**src/aow_pkg.sv**
```systemverilog
// Constants, register map and carrier types of the output-safety watchdog.
// Assumes a 25 MHz system clock and 32-bit classic Wishbone data.
package aow_pkg;
  localparam int unsigned AOW_CLK_HZ = 25_000_000;
  localparam int unsigned AOW_TICK_MS = 1;
  localparam int unsigned AOW_MS_CYCLES = AOW_CLK_HZ / 1000 * AOW_TICK_MS;
  localparam int unsigned AOW_CHANNELS = 6;
  localparam int unsigned AOW_CODE_W = 13;

  // Register byte offsets
  localparam logic [7:0] AOW_REG_CTRL = 8'h00;
  localparam logic [7:0] AOW_REG_STATUS = 8'h04;
  localparam logic [7:0] AOW_REG_CHAN_EN = 8'h08;
  localparam logic [7:0] AOW_REG_WORK_TMO = 8'h0c;
  localparam logic [7:0] AOW_REG_STORED_TMO = 8'h10;
  localparam logic [7:0] AOW_REG_STORED_RATE = 8'h14;
  localparam logic [7:0] AOW_REG_IRQ_STATUS = 8'h18;
  localparam logic [7:0] AOW_REG_IRQ_CLEAR = 8'h1c;
  localparam logic [7:0] AOW_REG_IRQ_ENABLE = 8'h20;
  localparam logic [7:0] AOW_REG_WORK_UNIT = 8'h24;
  localparam logic [7:0] AOW_REG_STORED_UNIT = 8'h28;
  localparam logic [7:0] AOW_REG_CHAN_BASE = 8'h40;

  // Field positions
  localparam int unsigned AOW_CTRL_RESTART = 0;
  localparam int unsigned AOW_ST_TRIPPED = 0;
  localparam int unsigned AOW_ST_SETUP = 1;
  localparam int unsigned AOW_ST_RATE_LSB = 8;
  localparam int unsigned AOW_IRQ_TRIP = 0;
  localparam int unsigned AOW_IRQ_FRAME = 1;
  localparam int unsigned AOW_IRQ_W = 2;

  // Values after reset, setup rate index and highest valid rate index
  localparam logic [15:0] AOW_TMO_DEFAULT_MS = 16'h0032;
  localparam logic [3:0] AOW_RATE_DEFAULT = 4'h9;
  localparam logic [3:0] AOW_RATE_SETUP = 4'h4;
  localparam logic [3:0] AOW_RATE_MAX = 4'hb;

  localparam logic [31:0] AOW_BAUD_TABLE [12] = '{
    32'h0000_2580, 32'h0000_4b00, 32'h0000_9600, 32'h0000_e100,
    32'h0001_c200, 32'h0003_8400, 32'h0007_0800, 32'h000e_1000,
    32'h0013_12d0, 32'h0026_25a0, 32'h004c_4b40, 32'h0098_9680};

  typedef struct packed {
    logic [31:0] unit_id;
    logic [15:0] timeout_ms;
    logic [3:0] rate_index;
  } aow_nv_s;
endpackage

```
**src/aow_watchdog.sv**
```systemverilog
// Output-safety watchdog, channel gating and parameter block of the card.
// Assumes a link receiver on i_clock pulsing i_frame_valid per good frame,
// a non-volatile store presenting its contents on i_nv_stored at reset.
// Function
// - A disabled channel drives a zero code whatever value is commanded.
// - After power-up all outputs are zero and all enables off until restart.
// - Host silence longer than the working timeout forces all channels off.
// - The timeout is counted in milliseconds and defaults to 50.
// - A timeout of zero disables the watchdog entirely.
// - Stored parameters are copied to working ones only at power-up.
// - The active timeout is the working value, writable apart from storage.
// - The operate rate index 0 to 11 selects a baud rate from the table.
// - The default operate rate index selects 2.5 megabaud.
// - In setup mode the link runs at 115.2 kilobaud, ignoring the index.
`timescale 1ns/10ps
module aow_watchdog #(
  parameter int unsigned MS_CYCLES = aow_pkg::AOW_MS_CYCLES
) (
  input wire logic i_clock,
  input wire logic i_rst,
  input wire logic i_wb_cyc,
  input wire logic i_wb_stb,
  input wire logic i_wb_we,
  input wire logic [7:0] i_wb_adr,
  input wire logic [3:0] i_wb_sel,
  input wire logic [31:0] i_wb_dat,
  output logic [31:0] o_wb_dat,
  output logic o_wb_ack,
  input wire logic i_frame_valid,
  input wire logic i_setup_jumper,
  input wire aow_pkg::aow_nv_s i_nv_stored,
  output aow_pkg::aow_nv_s o_nv_stored,
  output logic o_nv_write,
  output logic [aow_pkg::AOW_CHANNELS*aow_pkg::AOW_CODE_W-1:0]
    o_analog_output_channel,
  output logic [aow_pkg::AOW_CHANNELS-1:0] o_drive_enable_switch,
  output logic [31:0] o_link_baud,
  output logic o_setup_mode,
  output logic o_irq
);
  localparam int unsigned NCH = aow_pkg::AOW_CHANNELS;
  localparam int unsigned CW = aow_pkg::AOW_CODE_W;

  initial begin
    if (MS_CYCLES < 1 || MS_CYCLES > 65535) begin
      $error("MS_CYCLES out of range");
    end
  end

  // Wishbone decode
  logic wb_req, wb_wr, ack_ff;
  logic [31:0] wmask;
  assign wb_req = i_wb_cyc & i_wb_stb & ~ack_ff;
  assign wb_wr = wb_req & i_wb_we;
  assign wmask = {{8{i_wb_sel[3]}}, {8{i_wb_sel[2]}},
                  {8{i_wb_sel[1]}}, {8{i_wb_sel[0]}}};

  function automatic logic [31:0] merge(input logic [31:0] old,
                                        input logic [31:0] din,
                                        input logic [31:0] m);
    merge = (old & ~m) | (din & m);
  endfunction

  logic wr_ctrl, wr_en, wr_wtmo, wr_stmo, wr_srate;
  logic wr_iclr, wr_ien, wr_wunit, wr_sunit, wr_chan;
  logic [2:0] chan_idx;
  assign wr_ctrl = wb_wr && i_wb_adr == aow_pkg::AOW_REG_CTRL;
  assign wr_en = wb_wr && i_wb_adr == aow_pkg::AOW_REG_CHAN_EN;
  assign wr_wtmo = wb_wr && i_wb_adr == aow_pkg::AOW_REG_WORK_TMO;
  assign wr_stmo = wb_wr && i_wb_adr == aow_pkg::AOW_REG_STORED_TMO;
  assign wr_srate = wb_wr && i_wb_adr == aow_pkg::AOW_REG_STORED_RATE;
  assign wr_iclr = wb_wr && i_wb_adr == aow_pkg::AOW_REG_IRQ_CLEAR;
  assign wr_ien = wb_wr && i_wb_adr == aow_pkg::AOW_REG_IRQ_ENABLE;
  assign wr_wunit = wb_wr && i_wb_adr == aow_pkg::AOW_REG_WORK_UNIT;
  assign wr_sunit = wb_wr && i_wb_adr == aow_pkg::AOW_REG_STORED_UNIT;
  assign chan_idx = 3'((i_wb_adr - aow_pkg::AOW_REG_CHAN_BASE) >> 2);
  assign wr_chan = wb_wr && i_wb_adr >= aow_pkg::AOW_REG_CHAN_BASE &&
                   i_wb_adr[1:0] == 2'h0 && chan_idx < 3'(NCH);

  // Setup jumper synchroniser, accepted when stages two and three agree
  logic [2:0] jmp_ff;
  logic setup_ff;
  always_ff @(posedge i_clock) begin
    if (i_rst) begin
      jmp_ff <= 3'h0;
      setup_ff <= 1'b0;
    end else begin
      jmp_ff <= {jmp_ff[1:0], i_setup_jumper};
      if (jmp_ff[1] == jmp_ff[2]) begin
        setup_ff <= jmp_ff[2];
      end
    end
  end

  // Power-up copy of stored parameters, one cycle after reset release
  logic load_ff, nv_wr_ff;
  aow_pkg::aow_nv_s stored_ff;
  aow_pkg::aow_nv_s work_ff;
  logic [3:0] act_rate_ff;
  always_ff @(posedge i_clock) begin
    load_ff <= i_rst;
  end
  always_ff @(posedge i_clock) begin
    if (i_rst) begin
      stored_ff <= '{32'h0, aow_pkg::AOW_TMO_DEFAULT_MS,
                     aow_pkg::AOW_RATE_DEFAULT};
    end else if (load_ff) begin
      stored_ff <= i_nv_stored;
    end else begin
      if (wr_stmo) begin
        stored_ff.timeout_ms <= 16'(merge(32'(stored_ff.timeout_ms),
                                          i_wb_dat, wmask));
      end
      if (wr_srate) begin
        stored_ff.rate_index <= 4'(merge(32'(stored_ff.rate_index),
                                         i_wb_dat, wmask));
      end
      if (wr_sunit) begin
        stored_ff.unit_id <= merge(stored_ff.unit_id, i_wb_dat, wmask);
      end
    end
  end
  always_ff @(posedge i_clock) begin
    nv_wr_ff <= ~i_rst & (wr_stmo | wr_srate | wr_sunit);
  end
  always_ff @(posedge i_clock) begin
    if (i_rst) begin
      work_ff <= '{32'h0, aow_pkg::AOW_TMO_DEFAULT_MS,
                   aow_pkg::AOW_RATE_DEFAULT};
    end else if (load_ff) begin
      work_ff <= i_nv_stored;
    end else begin
      if (wr_wtmo) begin
        work_ff.timeout_ms <= 16'(merge(32'(work_ff.timeout_ms),
                                        i_wb_dat, wmask));
      end
      if (wr_wunit) begin
        work_ff.unit_id <= merge(work_ff.unit_id, i_wb_dat, wmask);
      end
    end
  end
  // Rate fixed at power-up; out of range index falls back to default
  always_ff @(posedge i_clock) begin
    if (i_rst) begin
      act_rate_ff <= aow_pkg::AOW_RATE_DEFAULT;
    end else if (load_ff) begin
      act_rate_ff <= (i_nv_stored.rate_index > aow_pkg::AOW_RATE_MAX) ?
                     aow_pkg::AOW_RATE_DEFAULT :
                     i_nv_stored.rate_index;
    end
  end
  logic [3:0] use_rate;
  assign use_rate = setup_ff ? aow_pkg::AOW_RATE_SETUP : act_rate_ff;
  always_ff @(posedge i_clock) begin
    if (i_rst) begin
      o_link_baud <= aow_pkg::AOW_BAUD_TABLE[aow_pkg::AOW_RATE_DEFAULT];
    end else begin
      o_link_baud <= aow_pkg::AOW_BAUD_TABLE[use_rate];
    end
  end

  // Millisecond tick and silence counter
  logic restart, ms_tick, tripped_ff, trip_evt;
  logic [15:0] div_ff;
  logic [16:0] ms_ff;
  assign restart = wr_ctrl & i_wb_sel[0] &
                   i_wb_dat[aow_pkg::AOW_CTRL_RESTART];
  assign ms_tick = div_ff == 16'(MS_CYCLES - 1);
  always_ff @(posedge i_clock) begin
    if (i_rst || i_frame_valid || restart || ms_tick) begin
      div_ff <= 16'h0;
    end else begin
      div_ff <= div_ff + 16'h1;
    end
  end
  always_ff @(posedge i_clock) begin
    if (i_rst || i_frame_valid || restart) begin
      ms_ff <= 17'h0;
    end else if (ms_tick && ms_ff != 17'h1ffff) begin
      ms_ff <= ms_ff + 17'h1;
    end
  end
  assign trip_evt = ~tripped_ff && work_ff.timeout_ms != 16'h0 &&
                    ms_ff > {1'b0, work_ff.timeout_ms};
  always_ff @(posedge i_clock) begin
    if (i_rst) begin
      tripped_ff <= 1'b1;
    end else if (trip_evt) begin
      tripped_ff <= 1'b1;
    end else if (restart) begin
      tripped_ff <= 1'b0;
    end
  end

  // Channel commands and gated outputs
  logic [NCH-1:0] en_ff;
  logic [CW-1:0] code_ff [NCH];
  always_ff @(posedge i_clock) begin
    if (i_rst) begin
      en_ff <= '0;
    end else if (wr_en) begin
      en_ff <= NCH'(merge(32'(en_ff), i_wb_dat, wmask));
    end
  end
  always_ff @(posedge i_clock) begin
    if (i_rst) begin
      for (int i = 0; i < NCH; i++) begin
        code_ff[i] <= '0;
      end
    end else if (wr_chan) begin
      code_ff[chan_idx] <= CW'(merge(32'(code_ff[chan_idx]),
                                     i_wb_dat, wmask));
    end
  end
  always_ff @(posedge i_clock) begin
    if (i_rst) begin
      o_drive_enable_switch <= '0;
      o_analog_output_channel <= '0;
    end else begin
      for (int i = 0; i < NCH; i++) begin
        o_drive_enable_switch[i] <= en_ff[i] & ~tripped_ff;
        o_analog_output_channel[i*CW +: CW] <=
          (en_ff[i] & ~tripped_ff) ? code_ff[i] : '0;
      end
    end
  end

  // Interrupts: set wins over clear
  logic [aow_pkg::AOW_IRQ_W-1:0] ist_ff, ien_ff, iset, iclr;
  assign iset = {i_frame_valid, trip_evt};
  assign iclr = wr_iclr ? aow_pkg::AOW_IRQ_W'(i_wb_dat & wmask) : '0;
  always_ff @(posedge i_clock) begin
    if (i_rst) begin
      ist_ff <= '0;
    end else begin
      ist_ff <= (ist_ff & ~iclr) | iset;
    end
  end
  always_ff @(posedge i_clock) begin
    if (i_rst) begin
      ien_ff <= '0;
    end else if (wr_ien) begin
      ien_ff <= aow_pkg::AOW_IRQ_W'(merge(32'(ien_ff), i_wb_dat, wmask));
    end
  end
  assign o_irq = |(ist_ff & ien_ff);

  // Read mux and acknowledge
  logic [31:0] rd;
  always_comb begin
    rd = 32'h0;
    case (i_wb_adr)
      aow_pkg::AOW_REG_STATUS: begin
        rd[aow_pkg::AOW_ST_TRIPPED] = tripped_ff;
        rd[aow_pkg::AOW_ST_SETUP] = setup_ff;
        rd[aow_pkg::AOW_ST_RATE_LSB +: 4] = use_rate;
      end
      aow_pkg::AOW_REG_CHAN_EN: rd = 32'(en_ff);
      aow_pkg::AOW_REG_WORK_TMO: rd = 32'(work_ff.timeout_ms);
      aow_pkg::AOW_REG_STORED_TMO: rd = 32'(stored_ff.timeout_ms);
      aow_pkg::AOW_REG_STORED_RATE: rd = 32'(stored_ff.rate_index);
      aow_pkg::AOW_REG_IRQ_STATUS: rd = 32'(ist_ff);
      aow_pkg::AOW_REG_IRQ_ENABLE: rd = 32'(ien_ff);
      aow_pkg::AOW_REG_WORK_UNIT: rd = work_ff.unit_id;
      aow_pkg::AOW_REG_STORED_UNIT: rd = stored_ff.unit_id;
      default: begin
        if (i_wb_adr >= aow_pkg::AOW_REG_CHAN_BASE &&
            i_wb_adr[1:0] == 2'h0 && chan_idx < 3'(NCH)) begin
          rd = 32'(code_ff[chan_idx]);
        end
      end
    endcase
  end
  always_ff @(posedge i_clock) begin
    if (i_rst) begin
      ack_ff <= 1'b0;
      o_wb_dat <= 32'h0;
    end else begin
      ack_ff <= wb_req;
      o_wb_dat <= wb_req ? rd : 32'h0;
    end
  end
  assign o_wb_ack = ack_ff;
  assign o_nv_stored = stored_ff;
  assign o_nv_write = nv_wr_ff;
  assign o_setup_mode = setup_ff;
endmodule

```
**config.mk**
```make
export PLATFORM = sky130hd
export DESIGN_NAME = aow_watchdog
export DESIGN_NICKNAME = d
export VERILOG_FILES = /design/src/aow_pkg.sv /design/src/aow_watchdog.sv
export SDC_FILE = /design/constraint.sdc
export NUM_CORES = 1
export LEC_CHECK = 0
export BUFFER_PORTS_ARGS = -buffer_cell sky130_fd_sc_hd__buf_2
export CAP_MARGIN = 10
export CORE_MARGIN = 2
export CORE_UTILIZATION = 30
export CTS_CLUSTER_DIAMETER = 80
export CTS_CLUSTER_SIZE = 8
export DETAILED_ROUTE_END_ITERATION = 6
export PLACE_DENSITY_LB_ADDON = 0.3
export SLEW_MARGIN = 20
export SYNTH_ARGS = -nofsm -noshare
export SYNTH_HDL_FRONTEND = slang
export SYNTH_SLANG_ARGS = --single-unit
```
**constraint.sdc**
```tcl
create_clock -name i_clock -period 5.35 [get_ports i_clock]
set_clock_uncertainty 0.2 [all_clocks]
set_input_delay 0.2675 -clock i_clock [delete_from_list [all_inputs] [get_ports i_clock]]
set_output_delay 0.2675 -clock i_clock [all_outputs]
set_load 0.01 [all_outputs]
```
Word-level counts from Yosys, hierarchy flattened --
Memory sizes are Yosys's and may differ from the RTL's. A register that Yosys moved wholly into a read port is not among the register bits. Cells that the tools add are included.
Storage, ports and cells: ROM bits 512, memory bits (writable) 78, output and inout port bits 204, logic and storage cells 152, latch bits 0, memories kept 2, input port bits 103, register bits after elaboration 193
Memory list:
- (no name shown) | depth 16, bits a word 32, rd ports 1, clocked after Yosys merged registers in 1, wr ports 0, RTL line aow_watchdog.sv:158 | o_link_baud <= aow_pkg::AOW_BAUD_TABLE[use_rate];
- code_ff | depth 6, bits a word 13, rd ports 7, clocked after Yosys merged registers in 6, wr ports 6, RTL line aow_watchdog.sv:197 | logic [CW-1:0] code_ff [NCH];
Operators by class: shifts and indexed selects 0, $lt $le $gt $ge 4, div/mod/pow operators 0, multipliers 0, multiplexer cells 23, eq/ne operators 13, add/subtract/negate cells 3, bitwise logic cells 47, reductions and logical operators 41
Operator list (number):
- 20-bit one-hot mux with 5 select lines | 1
- 32-bit AND | 3
- 32-bit 2-to-1 mux | 2
- 32-bit OR | 2
- 52-bit 2-to-1 mux | 1
- 48-bit 2-to-1 mux | 1
- 6-bit one-hot mux with 7 select lines | 1
- 16-bit AND | 2
- 8-bit by 5-bit == test with 1-bit output (second input constant) | 4
- 16-bit 2-to-1 mux | 2
- 32-bit NOT | 1
- 16-bit OR | 2
- 13-bit 2-to-1 mux | 2
- 8-bit by 6-bit == test with 1-bit output (second input constant) | 3
- 4-bit one-hot mux with 6 select lines | 1
- 2-bit one-hot mux with 9 select lines | 1
- 2-bit OR reduction | 9
- 17-bit by 1-bit adder with 17-bit output (second input constant) | 1
- 17-bit by 16-bit greater-than comparator with 1-bit output | 1
- 1-bit logical AND | 17
- 17-bit != test (second input constant) | 1
- 16-bit by 1-bit adder with 16-bit output (second input constant) | 1
- 16-bit by 15-bit == test with 1-bit output (second input constant) | 1
- 8-bit by 4-bit == test with 1-bit output (second input constant) | 2
- other kinds (32) | 69

Depth between registers and ports, before layout --
Gate-level depths: netlist of the first run.
word-level depth 11, depth in mapped cells 10, gate-level depth less buffers 8

Least setup slack after synthesis of the first run --
Ideal clock, no wire load.
path kind reg2reg, from reg ms_ff[5], to reg ms_ff[14], period minus slack after synthesis 2.311 ns, data required time 5.079 ns, cell stages (with the launch flop) 10, path buffers 2, arrival time 2.040 ns, setup slack 3.039 ns, library setup time 0.071 ns, cell sequence dfxtp_1 -> and4_1 -> clkbuf_1 -> nand4_1 -> nor2_1 -> ha_1 -> clkbuf_1 -> or3_1 -> or4_1 -> a21oi_1
On the way: word-level cells in the longest chain between the ends 2, elaborated cells between the ends (all ways) 3, classes of those cells 1 x add/sub; 1 x eq/ne; 1 x reduce/logical
RTL lines:
- from (decl) | RTL line aow_watchdog.sv:165 | logic [16:0] ms_ff;
- from (signal assigned) | RTL line aow_watchdog.sv:180 | ms_ff <= ms_ff + 17'h1;
- parallel branches: the longest is 2 deep, another holds 17-bit by 1-bit adder with 17-bit output
Parallel ways; which one is timed is not known. A chain may end at the register's enable or synchronous reset.

==> flow_summary.ini, run 1 <==
[route]
ant_nets = 0
wl_met3_mm = 4.100
dr_wl_met2_mm = 25.63
drc = 9
wirelength_mm = 55.45
via_count = 13371
viasPerCell = 5.127
drt-initial-drc-count = 969
drt_pass1_iterations = 7
top_layer = met5
wl_per_cell_um = 21.26
wirelength_met1_mm = 23.11

[grt]
grt_max_degree = 92
grt_pass1_vias = 12860
grtUsageTotal_pct = 19.11
grt_pass1_wl_mm = 81.30
grt_antenna_before_repair = 3
gr-total-overflow = 0

[synthesis]
synth_area_leaders = dfxtp_1 (36%), edfxtp_1 (19%), nor2_1 (5.8%)
yosys_warnings = 0
synth_cell_types = 73
syn_avg_cell_area_sq_um = 10.60
synth_seq_cells = 394
synth_ff_type = dfxtp_1
synth_edf_count = 104
synth_top_area_cell = dfxtp_1
postSynthCellCount = 1523
yosys.area.top_type_share_pct = 35.95
seq_area_frac_synth_pct = 55.28
async_flop_share_pct = 0
synthesis.area_sq_mm = 0.01615

[cts]
ctsResizeCount = 0
tritoncts = built
clock-sinks = 394
path_clk_slew_ns = 0.05
cts-root-buf = clkbuf_16
cts_buffer_depth = 3
clkLatencyLatePin_ns = 0.59
h-tree-depth = 2
numCtsBuffers = 55

[placed_design]
gp_congestion = 0.8568
port_buffers = 294
dp_hpwl_mm = 40.33
placed_cell_area_sq_mm = 0.01805
place_inst = 2439

[floorplan]
rows = 85
chipWidth_um = 236.0
io_pins = 307
core-area_sq_mm = 0.05350
start_util_pct = 30.19
chipHeight_um = 236.0
die_area_sq_mm = 0.05571

[sta]
post-route-period-util_pct = 65.78
period_minus_slack_ns = 3.519
max_slew.worst_pin.slew_ns = 1.165
final.setup.tns_ns = 0
finalHoldViolations = 0
setup_violations = 0
fmax_mhz = 284.1
rsz0062_at_grt = false
slew_violations = 0
slew_headroom_pct = 20.09
hold_slack_ns = 0.03125

[cells_and_area]
drive_gt1_share_pct = 22.36
final_common_cell = buf_2
layout.nets = 2018
fillers = 5237
final_area_sq_mm = 0.02051
fin_cells = 2608
mostFrequentLayoutCells = buf_2 (293), dfxtp_1 (289), nor2_1 (247)
area_growth_pct = 26.98

[power]
power.ir.vdd_worst_mv = 0.2351
p_leak_nw = 8.612
powerDensity_mw_per_mm2 = 340.8

[worst_setup_path]
r2r_slack_ns = 1.83
worst-path-max-fanout = 32
crit_type = reg2reg
crit_arrival_ns = 3.79
end_kind = register
start_kind = register
required_ns = 5.62
reg2regPathDepth = 7
timing.rr.start = load_ff
startpoint = load_ff

[outcome]
status = finished, violations left
failed_checks = design-rule violations

[worst_hold_path]
hold_path.class = in2reg

[flow_run]
cap_violations = 0
-- layout make-up --
cell class              instances  area, sq um  area share (%)
flip-flops and latches        394         8930           43.54
clock inverters                 3        70.07          0.3417
well taps                     696        870.8           4.246
diodes                          2        5.005         0.02441
repair buffers                392         2435           11.87
inverters                      28        105.1          0.5125
clock buffers                  74         1479           7.212
multi-input cells            1019         6613           32.25
-- how the worst min path moves through the flow --
| stage | startpoint | to | slack, ns | cells past startpoint |
|---|---|---|---|---|
| after global placement | div_ff[0] | div_ff[0] | 0.23 | 1 |
| final | i_wb_sel[2] | register | 0.03 | 3 |
| after global routing | i_wb_dat[10] | register | 0.02 | 3 |
| after floorplan | i_rst | load_ff | 0.1 | 0 |
| after CTS | i_wb_sel[2] | register | 0.0009 | 3 |
| after detailed placement | div_ff[0] | div_ff[0] | 0.24 | 1 |
-- Yosys cell counts (25+ instances only) --
cell type    n
edfxtp_1   104
a21oi_1     47
nand3_1     34
clkbuf_1    61
and3_1      89
mux2i_1     31
inv_1       25
nor2_1     248
a22oi_1     60
dfxtp_1    290
a211oi_1    86
nand2_1     94
ha_1        25
-- routing by layer --
metal  GRT usage (%)  up-vias
met1           24.63     6478
met2           30.67      562
met5               0        -
li1                -     6208
met3           3.874      121
met4           9.168        2
-- kinds of logic (layout without fill, tap and decap cells) --
group           after synthesis  count (layout)  share of synthesized area [%]
simple gates                576             576                          17.49
flops                       394             394                          55.28
compound gates              296             296                          13.95
buf+inv                     147             497                          4.687
mux                          55              55                          5.059
xor+xnor                     29              29                          1.573
fa+ha+maj                    25              25                          1.937
other cells                   1              40                        0.02322
-- where the power goes --
group / total, W / switching (W) / internal (W)
Sequential: 0.00324 / 0.0000835 / 0.00316
Clock: 0.00318 / 0.00128 / 0.00190
Combinational: 0.000566 / 0.000341 / 0.000225
-- through the flow --
step                setup slack (ns)  power (W)  utilization [%]
global placement               1.727   0.003789            33.74
finish                         1.831   0.006988            38.33
floorplan                      3.039   0.003582                -
global route                   1.681   0.007208            38.33
detailed placement             1.687   0.003798            33.74
CTS                            1.848   0.007030            38.32
-- repair_timing --
action / CTS / global route
endpoints found under the hold margin: 115 / 0
hold buffers: 90 / 0
buffers inserted: 0 / 0
-- critical path, cell delays in order (launching register included) --
cell,delay [ns]
dfxtp_2,0.60
buf_4,0.46
clkinv_1,0.44
and3_1,0.28
a21oi_1,0.11
dlygate4sd3_1,0.62
a211oi_1,0.08
dlygate4sd3_1,0.60
Power figures use the tool's default switching activity.
==> inputs of run 2 (changes only) <==
clock period = 3.3 ns   (was 5.35 ns; I/O delays follow)
==> run 2 against run 1 <==
Compared with the run above: the run now ends clean; global-route usage increased by 0.50 points; clock power is 61% higher; die area unchanged; sequential power grew 62%; hold slack better by 0.021 ns; first-iteration DRC count grew 11%; cell area up 3.5%; combinational power increased by 73%; critical path type is now in2reg.
==> flow_summary.ini, run 2 (synthesis gave the netlist of run 1 again) <==
[placed_design]
placed_cell_area_sq_mm = 0.01834
port_buffers = 294
dp_hpwl_mm = 41.01
gp_congestion = 0.8794

[worst_setup_path]
timing.rr.start = o_wb_ack
r2r_slack_ns = 0.16
slowest_delay_ns = 0.64
reg2regPathDepth = 7
required_ns = 3.60
crit_type = in2reg
startpoint = i_wb_adr[3]
crit_arrival_ns = 3.52
worst-path-max-fanout = 18
crit_path_frequent_cell = dlygate4sd3_1
start_kind = input port
crit_cells = 9
crit_slowest_cell = dlygate4sd3_1
cp_cell_sequence = dlygate4sd3_1 > buf_2 > nor4_4 > dlygate4sd3_1 > nand3_1 > dlygate4sd3_1 > mux2i_1 > nor2_1 > dlygate4sd3_1
end_kind = register
path_buf_inv = 5
cp_top_family = buffers and inverters

[floorplan]
io_pins = 307
die_area_sq_mm = 0.05571
chipWidth_um = 236.0
core-area_sq_mm = 0.05350
rows = 85
chipHeight_um = 236.0
start_util_pct = 30.19

[route]
wl_per_cell_um = 21.08
drc = 0
drt-initial-drc-count = 1073
top_layer = met4
wirelength_met1_mm = 23.90
dr_wl_met2_mm = 25.93
drt_pass1_iterations = 6
wl_met3_mm = 3.979
via_count = 13711
ant_nets = 0
viasPerCell = 5.107
wirelength_mm = 56.60

[power]
switching_power_w = 0.002780
power.share.sequential_pct = 46.3
p_clk_share_pct = 45.1
switching_share_pct = 24.52
power.ir.vdd_worst_mv = 0.3657
combinationalPowerShare_pct = 8.6
p_int_w = 0.008556
powerDensity_mw_per_mm2 = 534.1
p_leak_nw = 8.967

[sta]
fmax_mhz = 310.5
max_slew.worst_pin.slew_ns = 1.037
final.setup.tns_ns = 0
setup_violations = 0
finalHoldViolations = 0
period_minus_slack_ns = 3.220
slew_headroom_pct = 30.75
post-route-period-util_pct = 97.58
slew_violations = 0

[cells_and_area]
area_growth_pct = 31.42
mostFrequentLayoutCells = buf_2 (293), dfxtp_1 (289), nor2_1 (247)
drive_gt1_share_pct = 23.15
final_common_cell = buf_2
final_area_sq_mm = 0.02123
layout.nets = 2094

[grt]
gr-total-overflow = 0
grtUsageTotal_pct = 19.61
grt_max_degree = 84
grt_pass1_vias = 13394
grt_pass1_wl_mm = 83.26
grt_antenna_before_repair = 3

[cts]
cts_buffer_depth = 3
h-tree-depth = 2
tritoncts = built
cts-root-buf = clkbuf_16
numCtsBuffers = 55
clock-sinks = 394
clkLatencyLatePin_ns = 0.62
path_clk_slew_ns = 0.05

[worst_hold_path]
hold_path.class = in2reg

[outcome]
status = completed

[flow_run]
cap_violations = 0
run 2: layer usage:
metal | vias up | GRT usage, %
li1 | 6359 | -
met1 | 6629 | 25.23
met2 | 599 | 31.13
met3 | 124 | 4.084
met4 | 0 | 10.08
met5 | - | 0
run 2: area by class of cell:
type	instances	area [sq um]
clock buffer	74	1448
fill	5166	32270
clock inverter	4	83.83
timing repair buffer	468	3148
antenna	2	5.005
multi-input combinational	1019	6635
sequential	394	8930
tap	696	870.8
inverter	28	105.1
run 2: power groups by stage:
stage / sequential, W / clock, W / combinational (W)
5_1_grt: 0.00525 / 0.00541 / 0.00105
6_report: 0.00525 / 0.00511 / 0.000978
4_1_cts: 0.00524 / 0.00522 / 0.000965
3_3_place_gp: 0.00534 / 0 / 0.000819
3_5_place_dp: 0.00534 / 0 / 0.000828
2_1_floorplan: 0.00531 / 0 / 0.000501
run 2: worst min-delay path by stage:
stage / from / end / depth (start not counted)
after floorplan: i_rst / load_ff / 0
after CTS: i_wb_dat[9] / code_ff[1][9] / 3
after global placement: i_setup_jumper / jmp_ff[0] / 2
after detailed placement: i_setup_jumper / jmp_ff[0] / 2
final: i_wb_dat[10] / code_ff[4][10] / 4
after global routing: i_wb_dat[10] / code_ff[4][10] / 4
run 2: what timing repair did:
action	CTS	global route
resized for setup	0	3
setup buffers	0	0
hold buffers	132	0
endpoints found under the setup margin	0	2
endpoints found under the hold margin	155	0
run 2: per-stage QoR:
| stage | hold slack (ns) | power [W] | instances | util (%) | setup WS [ns] |
|---|---|---|---|---|---|
| final | 0.05213 | 0.01134 | 2685 | 39.68 | 0.07973 |
| after global routing | 0.02656 | 0.01172 | 2684 | 39.67 | -0.001328 |
| after CTS | 0.007417 | 0.01143 | 2683 | 39.62 | 0.02874 |
| after detailed placement | 0.2059 | 0.006167 | 2473 | 34.29 | 0.2868 |
| after global placement | 0.1947 | 0.006155 | 2473 | 34.29 | 0.3509 |
| after floorplan | -0.007283 | 0.005808 | 1560 | - | 0.9886 |
run 2: tightest hold or removal path: cells and delay by family:
kind / cells / cell delay [ns]
buf+inv: 2 / 0.37
mux: 1 / 0.11
simple gates: 1 / 0.11
==> inputs of run 3 (changes only) <==
HOLD_SLACK_MARGIN = 0.06   (was unset)
==> run 3 against run 2 <==
Compared with the run above: maximum frequency decreased by 0.34%; combinational power increased by 0.6%; setup slack got worse by 0.011 ns; first-iteration DRC count grew 0.47%; count of clock-buffer cells in the layout unchanged; critical path type unchanged; highest routed layer unchanged.
==> flow_summary.ini, run 3 (synthesis gave the netlist of run 1 again) <==
[grt]
grt_max_degree = 84
grtUsageTotal_pct = 19.66
gr-total-overflow = 0
grt_antenna_before_repair = 3
grt_pass1_wl_mm = 83.44
grt_pass1_vias = 13420

[power]
total_power_w = 0.01134
p_leak_nw = 8.997
power.ir.vdd_worst_mv = 0.3664
powerDensity_mw_per_mm2 = 532.8

[flow_run]
cap_violations = 0

[placed_design]
gp_congestion = 0.8794
port_buffers = 294
dp_hpwl_mm = 41.01
placed_cell_area_sq_mm = 0.01834
place_inst = 2473

[worst_setup_path]
timing.rr.start = o_wb_ack
required_ns = 3.60
r2r_slack_ns = 0.17
end_kind = register
start_kind = input port
crit_type = in2reg
worst-path-max-fanout = 18
reg2regPathDepth = 7
crit_arrival_ns = 3.53

[route]
via_count = 13715
drt_pass1_iterations = 6
wirelength_mm = 56.65
drt-initial-drc-count = 1078
drc = 0
viasPerCell = 5.097
wl_per_cell_um = 21.05
ant_nets = 0

[cts]
path_clk_slew_ns = 0.06
numCtsBuffers = 55
cts_buffer_depth = 3
tritoncts = built
post-cts-setup-buffer-count = 0
clkLatencyLatePin_ns = 0.62
cts-root-buf = clkbuf_16
h-tree-depth = 2
clock-sinks = 394

[cells_and_area]
final_area_sq_mm = 0.02129
mostFrequentLayoutCells = buf_2 (293), dfxtp_1 (289), nor2_1 (247)
final_util_pct = 39.79
drive_gt1_share_pct = 23.08
area_growth_pct = 31.79
fin_cells = 2691
final_common_cell = buf_2
layout.nets = 2100

[sta]
period_minus_slack_ns = 3.231
post-route-period-util_pct = 97.92
fmax_mhz = 309.5
max_slew.worst_pin.slew_ns = 1.022
setup_violations = 0
finalHoldViolations = 0
final.setup.tns_ns = 0
slew_headroom_pct = 31.72
slew_violations = 0

[floorplan]
chipHeight_um = 236.0
die_area_sq_mm = 0.05571
core-area_sq_mm = 0.05350
rows = 85
start_util_pct = 30.19
chipWidth_um = 236.0
io_pins = 307

[worst_hold_path]
holdPathStages = 5
hold_path.class = in2reg
hold_start = i_wb_adr[4]
hold_end = ist_ff[0]

[outcome]
status = completed
run 3: cell types whose count changed in the layout (fill, tap and decap cells not counted):
cell and change:
dlygate4sd3_1 +6
run 3: routing by layer:
metal	GRT usage, %	up-vias	part of all wire [%]
li1	-	6370	-
met1	25.32	6660	43
met2	31.06	549	46
met3	4.073	136	6.7
met4	10.36	0	5.1
met5	0	-	0
run 3: cell type report:
cell class,instances,area (sq um)
clock buffer,74,1448
tap,696,870.8
inverter,28,105.1
multi-input combinational,1019,6635
sequential,394,8930
fill,5156,32210
antenna,2,5.005
clock inverter,4,83.83
timing repair buffer,474,3208
run 3: power breakdown:
group,switching (W),leakage [nW],internal (W)
registers,0.000130,3.44,0.00512
logic,0.000558,4.83,0.000426
clock network,0.00209,0.730,0.00302
run 3: what timing repair did:
action | in CTS | in global routing
endpoints found under the hold margin | 182 | 0
hold buffers | 138 | 0
setup endpoints to repair | 0 | 2
gates resized for setup | 0 | 3
run 3: worst max-delay path by stage:
stage                 from             to  slack, ns  cells after the start
5_1_grt        i_wb_adr[3]       register     -0.001                      9
3_5_place_dp   i_wb_adr[2]  code_ff[6][5]       0.29                      7
2_1_floorplan     ms_ff[5]      ms_ff[14]       0.99                      9
3_3_place_gp   i_wb_adr[2]  code_ff[7][5]       0.35                      7
6_report       i_wb_adr[3]       register       0.07                      9
4_1_cts        i_wb_adr[3]       register       0.03                      9
run 3: worst max-delay path: stages:
cell           delay [ns]
dlygate4sd3_1        0.56
buf_2                0.27
nor4_4               0.37
dlygate4sd3_1        0.65
nand3_1              0.10
dlygate4sd3_1        0.64
mux2i_1              0.16
nor2_1               0.05
dlygate4sd3_1        0.58
run 3: per-stage QoR:
| step | worst slack, ns | hold slack [ns] |
|---|---|---|
| floorplan | 0.9886 | -0.007283 |
| global placement | 0.3509 | 0.1947 |
| detailed placement | 0.2868 | 0.2059 |
| CTS | 0.02874 | 0.06761 |
| global route | -0.001194 | 0.09758 |
| finish | 0.06880 | 0.06398 |
